## src/tls_pkg.sv

```systemverilog
// tls_pkg: constants, register map and carriers of the torque limit supervisor
// assumes: one 10 MHz core clock, apb slave with 32-bit data
package tls_pkg;

	// ------------------------------------------------------------
	// torque and speed units
	// ------------------------------------------------------------
	localparam int          TLS_TW       = 16;       // torque reference width, 0.1 % steps
	localparam int          TLS_SW       = 16;       // speed width, rpm
	localparam logic [15:0] TLS_TQ_CAP   = 16'h0BB8; // 300.0 % of rated torque
	localparam logic [31:0] TLS_AI1_FULL = 32'h0000_2710; // 10000 mV full scale
	localparam logic [31:0] TLS_AI2_FULL = 32'h0000_4E20; // 20000 uA full scale

	// ------------------------------------------------------------
	// register map (byte addresses)
	// ------------------------------------------------------------
	localparam logic [7:0] TLS_ADDR_SRC    = 8'h00; // limit source select
	localparam logic [7:0] TLS_ADDR_CFG0   = 8'h04; // first of the setting words
	localparam logic [7:0] TLS_ADDR_STATUS = 8'h30; // flags and active source
	localparam logic [1:0] TLS_SRC_RESET   = 2'h0;
	localparam logic [1:0] TLS_SRC_MAX     = 2'h3;

	// setting word indices, word n sits at TLS_ADDR_CFG0 + 4n
	localparam int TLS_NCFG     = 11;
	localparam int TLS_I_INT_P  = 0;  // internal_positive_torque_limit
	localparam int TLS_I_INT_N  = 1;  // internal_negative_torque_limit
	localparam int TLS_I_EXT_F  = 2;  // external_forward_torque_limit
	localparam int TLS_I_EXT_R  = 3;  // external_reverse_torque_limit
	localparam int TLS_I_FS_V   = 4;  // torque_at_full_scale_voltage
	localparam int TLS_I_FS_I   = 5;  // torque_at_full_scale_current
	localparam int TLS_I_SPD_P  = 6;  // positive_speed_limit
	localparam int TLS_I_SPD_N  = 7;  // negative_speed_limit
	localparam int TLS_I_BASE   = 8;  // torque_reached_base
	localparam int TLS_I_SET    = 9;  // torque_reached_set_offset
	localparam int TLS_I_CLR    = 10; // torque_reached_clear_offset

	localparam logic [15:0] TLS_CFG_DEF [TLS_NCFG] = '{
		16'h0BB8, 16'h0BB8, 16'h0BB8, 16'h0BB8, 16'h03E8, 16'h03E8,
		16'h0BB8, 16'h0BB8, 16'h0000, 16'h00C8, 16'h0064};
	localparam logic [15:0] TLS_CFG_MAX [TLS_NCFG] = '{
		16'h0FA0, 16'h0FA0, 16'h0FA0, 16'h0FA0, 16'h1F40, 16'h1F40,
		16'h1F40, 16'h1F40, 16'h0FA0, 16'h0FA0, 16'h0FA0};

	// ------------------------------------------------------------
	// carriers
	// ------------------------------------------------------------
	typedef struct packed {
		logic torque_reached;
		logic speed_limited;
		logic torque_limited;
	} tls_flags_t;

	typedef struct packed {
		logic        sel;
		logic        write;
		logic [7:0]  addr;
		logic [31:0] wdata;
	} tls_apb_req_t;

endpackage

```

## src/tls_supervisor.sv

```systemverilog
// tls_supervisor: torque limit selection, clamping, torque-mode speed limit
// and the three status flags, with an apb register file
// assumes: inputs synchronous to i_core_clk, i_cycle pulses once per
// control cycle, analog inputs already offset/dead-zone corrected
`timescale 1ns/1ns

module tls_supervisor
	import tls_pkg::*;
(
	input  wire logic                 i_core_clk,
	input  wire logic                 i_arst_n,
	input  wire logic                 i_cycle,
	input  wire logic signed [TLS_TW-1:0] i_torque_ref,
	input  wire logic signed [TLS_SW-1:0] i_speed,
	input  wire logic signed [15:0]   i_analog_input_one,
	input  wire logic        [15:0]   i_analog_input_two,
	input  wire logic                 i_external_limit_select_input,
	input  wire logic                 i_drive_running,
	input  wire logic                 i_torque_mode,
	input  wire logic                 i_psel,
	input  wire logic                 i_penable,
	input  wire logic                 i_pwrite,
	input  wire logic        [7:0]    i_paddr,
	input  wire logic        [31:0]   i_pwdata,
	output logic                      o_pready,
	output logic             [31:0]   o_prdata,
	output logic                      o_pslverr,
	output logic signed [TLS_TW-1:0]  o_torque_ref,
	output logic                      o_torque_limited_flag,
	output logic                      o_speed_limited_flag,
	output logic                      o_torque_reached_flag
);

	// ------------------------------------------------------------
	// apb slave: one wait state, all answers registered
	// ------------------------------------------------------------
	tls_apb_req_t     req;
	logic [15:0]      cfg [TLS_NCFG];
	logic [15:0]      next_cfg [TLS_NCFG];
	logic [1:0]       src_pend;
	logic [1:0]       next_src_pend;
	logic [1:0]       src_act;
	logic [1:0]       next_src_act;
	logic             next_pready;
	logic [31:0]      next_prdata;
	logic             next_pslverr;
	logic             acc;
	logic             wr_done;
	logic [3:0]       widx;
	logic             cfg_hit;
	tls_flags_t       flags;

	assign req = '{sel: i_psel, write: i_pwrite, addr: i_paddr, wdata: i_pwdata};
	assign acc = req.sel & i_penable;
	assign wr_done = acc & o_pready & req.write;
	assign widx = 4'((req.addr - TLS_ADDR_CFG0) >> 2);
	assign cfg_hit = (req.addr[1:0] == 2'h0) && (req.addr >= TLS_ADDR_CFG0)
		&& (widx < 4'(TLS_NCFG));
	assign flags = '{torque_reached: o_torque_reached_flag,
		speed_limited: o_speed_limited_flag, torque_limited: o_torque_limited_flag};

	// answer generation; writes take effect at the edge that sees pready
	always_comb begin
		next_pready  = acc & ~o_pready;
		next_prdata  = 32'h0000_0000;
		next_pslverr = 1'b0;
		if (acc && !o_pready) begin
			if (req.addr == TLS_ADDR_SRC) begin
				next_prdata  = {28'h000_0000, src_act, src_pend};
				next_pslverr = req.write && (req.wdata > 32'(TLS_SRC_MAX));
			end else if (cfg_hit) begin
				next_prdata  = {16'h0000, cfg[widx]};
				next_pslverr = req.write && (req.wdata > 32'(TLS_CFG_MAX[widx]));
			end else if (req.addr == TLS_ADDR_STATUS) begin
				next_prdata  = {24'h00_0000, i_drive_running, src_act, 2'h0, flags};
				next_pslverr = req.write;
			end else begin
				next_pslverr = 1'b1; // unmapped
			end
		end
	end

	// source select: written any time, adopted only while stopped
	always_comb begin
		next_src_pend = src_pend;
		if (wr_done && !o_pslverr && req.addr == TLS_ADDR_SRC) begin
			next_src_pend = req.wdata[1:0];
		end
		next_src_act = i_drive_running ? src_act : src_pend;
	end

	// setting words, each changeable during operation
	genvar g;
	generate
		for (g = 0; g < TLS_NCFG; g++) begin : g_cfg
			always_comb begin
				next_cfg[g] = cfg[g];
				if (wr_done && !o_pslverr && cfg_hit && widx == 4'(g)) begin
					next_cfg[g] = req.wdata[15:0];
				end
			end
			always_ff @(posedge i_core_clk or negedge i_arst_n) begin
				if (!i_arst_n) begin
					cfg[g] <= TLS_CFG_DEF[g];
				end else begin
					cfg[g] <= next_cfg[g];
				end
			end
		end
	endgenerate

	// bus and select registers
	always_ff @(posedge i_core_clk or negedge i_arst_n) begin
		if (!i_arst_n) begin
			o_pready  <= 1'b0;
			o_prdata  <= 32'h0000_0000;
			o_pslverr <= 1'b0;
			src_pend  <= TLS_SRC_RESET;
			src_act   <= TLS_SRC_RESET;
		end else begin
			o_pready  <= next_pready;
			o_prdata  <= next_prdata;
			o_pslverr <= next_pslverr;
			src_pend  <= next_src_pend;
			src_act   <= next_src_act;
		end
	end

	// ------------------------------------------------------------
	// torque limit selection
	// ------------------------------------------------------------
	logic [31:0] ai1_mag;
	logic [31:0] ai_lim;
	logic [15:0] pos_raw;
	logic [15:0] neg_raw;
	logic [15:0] pos_lim;
	logic [15:0] neg_lim;

	// analog magnitudes scaled against their full-scale settings
	always_comb begin
		ai1_mag = i_analog_input_one[15] ? 32'(-32'(i_analog_input_one))
			: 32'(i_analog_input_one);
		if (ai1_mag > TLS_AI1_FULL) begin
			ai1_mag = TLS_AI1_FULL;
		end
		if (src_act == 2'h2) begin
			ai_lim = (ai1_mag * 32'(cfg[TLS_I_FS_V])) / TLS_AI1_FULL;
		end else begin
			ai_lim = (32'(i_analog_input_two) * 32'(cfg[TLS_I_FS_I])) / TLS_AI2_FULL;
		end
		unique case (src_act)
			2'h0: begin
				pos_raw = cfg[TLS_I_INT_P];
				neg_raw = cfg[TLS_I_INT_N];
			end
			2'h1: begin
				pos_raw = i_external_limit_select_input ? cfg[TLS_I_EXT_F]
					: cfg[TLS_I_INT_P];
				neg_raw = i_external_limit_select_input ? cfg[TLS_I_EXT_R]
					: cfg[TLS_I_INT_N];
			end
			default: begin
				pos_raw = (ai_lim > 32'(TLS_TQ_CAP)) ? TLS_TQ_CAP : ai_lim[15:0];
				neg_raw = pos_raw;
			end
		endcase
		// single limit pair, never above 300 %
		pos_lim = (pos_raw > TLS_TQ_CAP) ? TLS_TQ_CAP : pos_raw;
		neg_lim = (neg_raw > TLS_TQ_CAP) ? TLS_TQ_CAP : neg_raw;
	end

	// ------------------------------------------------------------
	// clamp, speed limit and flags, once per control cycle
	// ------------------------------------------------------------
	logic signed [TLS_TW-1:0] next_torque_ref;
	logic signed [TLS_TW-1:0] clamped;
	logic                     next_tq_lim;
	logic                     next_spd_lim;
	logic                     next_reached;
	logic                     over_pos;
	logic                     over_neg;
	logic [15:0]              mag;
	logic [15:0]              set_thr;
	logic [15:0]              clr_thr;

	always_comb begin
		next_torque_ref = o_torque_ref;
		next_tq_lim     = o_torque_limited_flag;
		next_spd_lim    = o_speed_limited_flag;
		next_reached    = o_torque_reached_flag;
		clamped         = i_torque_ref;
		over_pos        = i_speed > $signed({1'b0, cfg[TLS_I_SPD_P][14:0]});
		over_neg        = i_speed < -$signed({1'b0, cfg[TLS_I_SPD_N][14:0]});
		set_thr         = cfg[TLS_I_BASE] + cfg[TLS_I_SET];
		clr_thr         = cfg[TLS_I_BASE] + cfg[TLS_I_CLR];
		if (i_torque_ref > $signed(pos_lim)) begin
			clamped = $signed(pos_lim);
		end else if (i_torque_ref < -$signed(neg_lim)) begin
			clamped = -$signed(neg_lim);
		end
		// torque mode: no further drive past the directional speed limit
		if (i_torque_mode && ((over_pos && clamped > 0) || (over_neg && clamped < 0))) begin
			clamped = '0;
		end
		mag = clamped[TLS_TW-1] ? 16'(-clamped) : 16'(clamped);
		if (i_cycle) begin
			next_torque_ref = clamped;
			next_tq_lim     = (i_torque_ref > $signed(pos_lim))
				|| (i_torque_ref < -$signed(neg_lim));
			next_spd_lim    = i_torque_mode && (over_pos || over_neg);
			if (clr_thr >= set_thr) begin
				next_reached = mag >= set_thr;
			end else if (mag >= set_thr) begin
				next_reached = 1'b1;
			end else if (mag <= clr_thr) begin
				next_reached = 1'b0;
			end
		end
	end

	// flag and reference registers, flags feed the host's outputs
	always_ff @(posedge i_core_clk or negedge i_arst_n) begin
		if (!i_arst_n) begin
			o_torque_ref          <= '0;
			o_torque_limited_flag <= 1'b0;
			o_speed_limited_flag  <= 1'b0;
			o_torque_reached_flag <= 1'b0;
		end else begin
			o_torque_ref          <= next_torque_ref;
			o_torque_limited_flag <= next_tq_lim;
			o_speed_limited_flag  <= next_spd_lim;
			o_torque_reached_flag <= next_reached;
		end
	end

endmodule
```

## config.mk

```make
export PLATFORM = sky130hd
export DESIGN_NAME = tls_supervisor
export DESIGN_NICKNAME = d
export VERILOG_FILES = /design/src/tls_pkg.sv /design/src/tls_supervisor.sv
export SDC_FILE = /design/constraint.sdc
export NUM_CORES = 2
export LEC_CHECK = 0
export BUFFER_PORTS_ARGS = -buffer_cell sky130_fd_sc_hd__buf_2
export CORE_ASPECT_RATIO = 2
export CORE_UTILIZATION = 50
export CTS_CLUSTER_SIZE = 8
export DETAILED_ROUTE_END_ITERATION = 8
export PLACE_DENSITY_LB_ADDON = 0.3
export SYNTH_ARGS = -nofsm -noshare
export SYNTH_HDL_FRONTEND = slang
export SYNTH_SLANG_ARGS = --single-unit
```

## constraint.sdc

```tcl
create_clock -name i_core_clk -period 66.6 [get_ports i_core_clk]
set_input_delay 13.32 -clock i_core_clk [delete_from_list [all_inputs] [get_ports i_core_clk]]
set_output_delay 13.32 -clock i_core_clk [all_outputs]
set_load 0.02 [all_outputs]
```

# Word-level counts from Yosys, hierarchy flattened

Memory sizes are Yosys's and may differ from the RTL's.
Cells that the tools add are included.

Flip-flop bits (word level): 233
Latch bits: 0
Memory bits (writable): 0
Memory bits (read-only): 256
Input bits: 113
Memories kept: 1

$add $sub $neg: 7
Multipliers: 2
Div/mod/pow operators: 2
$lt $le $gt $ge: 18
Eq/ne operators: 13
Shift operators: 0
Muxes and demuxes: 30
Bitwise logic cells: 6
Reduce and logical (&&, ||, !) cells: 34

Memory list:

| memory           | words | width | rd ports | clocked after Yosys merged registers in | wr ports | RTL line             | text |
|---|---|---|---|---|---|---|---|
| (name not given) | 16    | 16    | 1        | 0                                       | 0        | tls_supervisor.sv:73 | `next_pslverr = req.write && (req.wdata > 32'(TLS_CFG_MAX[widx]));` |

Operator list:

| operator                 | number |
|---|---|
| $mux W16                 | 13 |
| $mux W32                 | 6 |
| $bmux W16 S4             | 1 |
| $pmux W16 S2             | 2 |
| $add A16 B16 Y16         | 2 |
| $div A32 B14 Y32 const B | 1 |
| $div A32 B15 Y32 const B | 1 |
| $ge A16 B16 Y1           | 2 |
| $gt A16 B12 Y1 const B   | 2 |
| $gt A16 B16 Y1           | 2 |
| $gt A32 B12 Y1 const B   | 1 |
| $gt A32 B14 Y1 const B   | 1 |
| $gt A32 B16 Y1           | 1 |
| $gt A32 B2 Y1 const B    | 1 |
| $lt A16 B16 Y1           | 2 |
| $mul A16 B16 Y32         | 1 |
| $mul A32 B16 Y32         | 1 |
| $neg A16 Y16             | 2 |
| $neg A16 Y32             | 1 |
| $logic_and A1 B1 Y1      | 23 |
| $eq A4 B3 Y1 const B     | 4 |
| $gt A16 B1 Y1 const B    | 1 |
| $le A16 B16 Y1           | 1 |
| $lt A16 B1 Y1 const B    | 1 |
| other kinds (23)         | 39 |

# Longest topological paths before layout

Depth after elaboration: 27
Depth in mapped cells: 159
Depth with buffers taken out: 141

# Least setup slack after synthesis

No wires, ideal clock.

Path type: input -> register
Start point: input port i_analog_input_one[0]
End point: register o_torque_reached_flag
Library setup time: 123 ps
Arrival: 43770 ps
Data required time: 66477 ps
Slack: 22707 ps
Cell stages on the path: 152
Buffers on the path: 15
Cell sequence: inv_1 -> ha_1 -> nand2_1 -> or2_2 -> or3_1 -> or3_1 -> a31oi_1 -> a31oi_1 -> a31oi_1 -> o21a_1 -> clkbuf_1 -> nand2b_1 -> clkbuf_1 -> nand2_1 -> fa_1 -> fa_1 -> fa_1 -> inv_1 -> [... 116 more ...] -> o21ai_0 -> nand2b_1 -> a21oi_1 -> nor2b_1 -> o21ai_0 -> nand2b_1 -> a21oi_1 -> nor2b_1 -> o21ai_0 -> nand2b_1 -> a21oi_1 -> nor2b_1 -> o21ai_0 -> nand2b_1 -> a21oi_1 -> nor2b_1 -> o21ai_0 -> nand2_1

Longest elaborated chain between the ends: 26
Elaborated cells between the ends (all ways): 35

Ends and longest elaborated chain:

| what                                                    | RTL line                                                            | text |
|---|---|---|
| start: declaration                                      | tls_supervisor.sv:15                                                | `input wire logic signed [15:0] i_analog_input_one,` |
| $neg A16 Y32                                            | tls_supervisor.sv:141                                               | `ai1_mag = i_analog_input_one[15] ? 32'(-32'(i_analog_input_one))` |
| $mux W32 *                                              | tls_supervisor.sv:141                                               |  |
| $gt A32 B14 Y1                                          | tls_supervisor.sv:143                                               | `if (ai1_mag > TLS_AI1_FULL) begin` |
| $mux W32 *                                              | tls_supervisor.sv:143                                               |  |
| $mul A32 B16 Y32 *                                      | tls_supervisor.sv:147                                               | `ai_lim = (ai1_mag * 32'(cfg[TLS_I_FS_V])) / TLS_AI1_FULL;` |
| $div A32 B14 Y32 *                                      | tls_supervisor.sv:147                                               |  |
| $mux W32 *                                              | tls_supervisor.sv:146                                               | `if (src_act == 2'h2) begin` |
| $gt A32 B12 Y1                                          | tls_supervisor.sv:163                                               | `pos_raw = (ai_lim > 32'(TLS_TQ_CAP)) ? TLS_TQ_CAP : ai_lim[15:0];` |
| [... 10 more ...]                                       | n/a                                                                 |  |
| $logic_or A1 B1 Y1                                      | tls_supervisor.sv:202                                               | `if (i_torque_mode && ((over_pos && clamped > 0) \|\| (over_neg && clamped < 0))) begin` |
| $logic_and A1 B1 Y1                                     | tls_supervisor.sv:202                                               |  |
| $mux W16 *                                              | tls_supervisor.sv:202                                               |  |
| $neg A16 Y16                                            | tls_supervisor.sv:205                                               | `mag = clamped[TLS_TW-1] ? 16'(-clamped) : 16'(clamped);` |
| $mux W16 *                                              | tls_supervisor.sv:205                                               |  |
| $ge A16 B16 Y1 or $le A16 B16 Y1 (tied branches)        | tls_supervisor.sv:212, tls_supervisor.sv:213, tls_supervisor.sv:215 |  |
| $reduce_bool A3 Y1 (no line) or $mux W1 (tied branches) | n/a                                                                 |  |
| $reduce_and A2 Y1 (no line) or $mux W1 (tied branches)  | n/a                                                                 |  |
| end signal: assignment                                  | tls_supervisor.sv:232                                               | `o_torque_reached_flag <= next_reached;` |
| end: declaration                                        | tls_supervisor.sv:31                                                | `output logic o_torque_reached_flag` |

Every way passes the cells marked *; elsewhere a longest branch is shown, timed or not.
A chain may end at the register's enable or synchronous reset.

# Worst setup path in the final report

Ends and elaborated chain as after synthesis.

==> metrics.md <==
| Metric | Value |
|---|---|
| Max Cap Viol | `0` |
| Top_reg_cell synth | `dfrtp_1` |
| #FFs+latches synth | `217` |
| Die X | `227.5 um` |
| WHS Endpoint | `cfg[165]` |
| Worst Tran Pin Value | `1354 ps` |
| Adder-cell share of the synthesized area | `28.11%` |
| Synthesis-to-finish area growth | `6.259%` |
| Final Cycle Share | `77.30%` |
| Die area | `103,000 sq um` |
| Worst-skew pair later-pin latency | `600 ps` |
| Largest family of logic cells by synthesized area | `adder cells` |
| First-pass GRT wire length | `268,000 um` |
| R2R cell count | `126` |
| Iteration count of the initial detailed-routing pass | `6` |
| Average wire per standard cell | `22.60 um` |
| Final Max Slew Viols | `0` |
| Port bufs | `149` |
| Synth Area in Simple Gates | `19.74%` |
| Max Fclk | `19.42 MHz` |
| DR vias/cell | `6.236` |
| Hold depth | `2` |
| Initial DRC count | `2,851` |
| Hold_ws | `488.7 ps` |
| Setup TNS | `0 ps` |
| Distinct cells, synth | `157` |
| Routability cong. | `0.9996` |
| Post-detail-place hpwl | `138,100 um` |
| Critical path's slowest cell | `nor4_1` |
| Largest net degree at the start of global routing | `80` |
| Grt total ovfl | `0` |
| Hold Vio Cnt, Final | `0` |
| Met3 WL | `10,360 um` |
| Hold_sp | `cfg[165]` |
| NumNets Final | `7,122` |
| Synthesized instance count | `6,050` |
| EDFF count, synth | `0` |
| Clock sink count | `217` |
| Antenna Nets Post-Route | `0` |
| CP startpoint kind | `input pin` |
| CTS tree | `yes` |
| Met2 wire len | `88,940 um` |
| Reg2reg end | `o_torque_reached_flag` |
| Post-CTS setup buffers | `0` |
| Share of layout cells above drive strength 1 | `12.07%` |
| Unrepaired setup endpoints after global routing | `false` |
| Crit path DAT | `51,970 ps` |
| Worst-path fanout max | `19` |
| Worst Path Required | `67,080 ps` |
| Vias | `47,170` |
| H-tree Lvls | `1` |
| Starting Density | `50.36%` |
| Synth warnings | `0` |
| Kind of critical path | `input pin to flop` |
| Worst-path clk slew | `50 ps` |
| Dpl cell area | `53,060 sq um` |
| Routed WL | `171,000 um` |
| Post-synth ARST share | `100.0%` |
| Critical R2R Launch | `cfg[84]` |
| Post-route cell area | `54,020 sq um` |
| # setup viols final | `0` |
| CP Capture Type | `flop` |
| Synth Area in XOR/XNOR | `5.732%` |
| Placeable Area | `101,000 sq um` |
| Row cnt | `165` |
| Final clock skew | `14.86 ps` |
| Drc violations | `0` |
| Worst hold path class | `flop to flop` |
| CP peak stage delay | `1090 ps` |
| Mux cell area share after synthesis | `7.698%` |
| Mapped Avg Cell Area | `8.403 sq um` |
| Seq/Total Area, Yosys | `10.83%` |
| Compound-cell area share of the yosys netlist | `20.42%` |
| R2R Setup Slk | `30,310 ps` |
| Clock Tree Root | `clkbuf_16` |
| Met1 wire length | `54,130 um` |
| Max layer used | `met5` |
| Status | `completed` |
| Util after Layout | `53.51%` |
| Num ports | `166` |
| Longest Clk Path Bufs | `3` |
| Die Height | `453.0 um` |
| Number of global-route vias before repair | `48,490` |
| Fillers | `9,528` |
| Post-CTS Resized | `0` |
| Slew margin rel. | `9.115%` |
| Critical Path Most Common Cell | `a21oi_1` |
| Netlist Area Pre-Place | `50,840 sq um` |
| Min cycle time layout | `51,480 ps` |
| TritonCTS buffer count | `31` |
| # hold bufs at CTS | `0` |
| Gr usage total | `33.71%` |
| Initial antenna violation count | `20` |
==> cells in the mapped netlist, types with 72 or more instances <==
master	count	share of area [%]
a21o_1	75	1.1
a21oi_1	276	2.7
and2_1	259	3.2
and3_1	72	0.89
clkbuf_1	174	1.3
dfrtp_1	157	7.7
fa_1	500	20
ha_1	321	7.9
inv_1	687	5.1
mux2_2	209	4.6
nand2_1	629	4.6
nand3_1	138	1.4
nor2_1	366	2.7
nor3_1	112	1.1
o211ai_1	74	1.1
o21ai_0	197	1.9
xnor2_1	207	3.6
xor2_1	99	1.7
==> worst max-delay path by stage <==
stage	start	end	slack [ps]	cells past startpoint
finish	i_analog_input_one[0]	o_torque_reached_flag	15120	135
global placement	i_analog_input_one[0]	o_torque_reached_flag	15780	139
CTS	i_analog_input_one[0]	o_torque_reached_flag	15550	138
global route	i_analog_input_one[0]	o_torque_reached_flag	12360	141
floorplan	i_analog_input_one[0]	o_torque_reached_flag	22710	152
detailed placement	i_analog_input_one[0]	o_torque_reached_flag	15100	138
==> state kept, by name, summed over array words and instances, names as in the netlist <==
signal,count
cfg,176
o_prdata,16
o_pready,1
o_pslverr,1
o_speed_limited_flag,1
o_torque_limited_flag,1
o_torque_reached_flag,1
o_torque_ref,16
src_act,2
src_pend,2
==> placed cells by master, fill, tap and decap left out, types with 74 or more instances in the layout <==
cell      Yosys  routed
ha_1        321     320
mux2_2      209     209
nor2_1      366     366
and2_1      259     259
buf_2        43     148
xor2_1       99      99
o21ai_0     197     197
nand2_1     629     629
a21oi_1     276     276
o211ai_1     74      74
a21o_1       75      75
inv_1       687     687
nor3_1      112     112
nand3_1     138     138
conb_1        2     172
xnor2_1     207     207
fa_1        500     500
dfrtp_1     157     157
==> metal layers <==
layer  vias to the layer above  track usage, %
li1                      21320               -
met3                       843           6.926
met1                     23110           31.40
met2                      1886           60.92
met4                        14           30.17
met5                         -          0.7703
==> worst max-delay path: cells and delay by family <==
kind / cells / cell delay [ps]
fa+ha+maj: 10 / 4340
simple gates: 40 / 11090
buf+inv: 8 / 900
compound gates: 66 / 18220
mux: 3 / 930
xor+xnor: 8 / 3050
==> cell families (layout without fill, tap and decap cells) <==
| family | Yosys count | after routing |
|---|---|---|
| xor gates and xnor gates | 319 | 319 |
| AOI/OAI and AO/OA | 1392 | 1392 |
| other | 2 | 188 |
| muxes | 321 | 321 |
| and+or+nand+nor | 1999 | 1999 |
| DFF | 217 | 217 |
| adders and majority gates | 847 | 847 |
| buffers and inverters | 953 | 946 |
==> area by class of cell <==
class                      instances  area, sq um  share of cell area [%]
multi-input combinational       5050        42190                   78.10
sequential                       217         5505                   10.19
inverter                         691         2594                   4.801
tap                             1336         1672                   3.094
timing repair buffer             197         1121                   2.075
clock buffer                      56        869.6                   1.610
antenna                           16        40.04                 0.07412
clock inverter                     2        28.78                 0.05327
==> stage by stage <==
| stage | setup WS [ps] | instances |
|---|---|---|
| final | 15120 | 7565 |
| after floorplan | 22710 | 6220 |
| after global routing | 12360 | 7557 |
| after CTS | 15550 | 7548 |
| after global placement | 15780 | 7490 |
| after detailed placement | 15100 | 7490 |
Power is not shown: default switching activity piles up to over one toggle a cycle in this logic, so the estimate is an artifact.
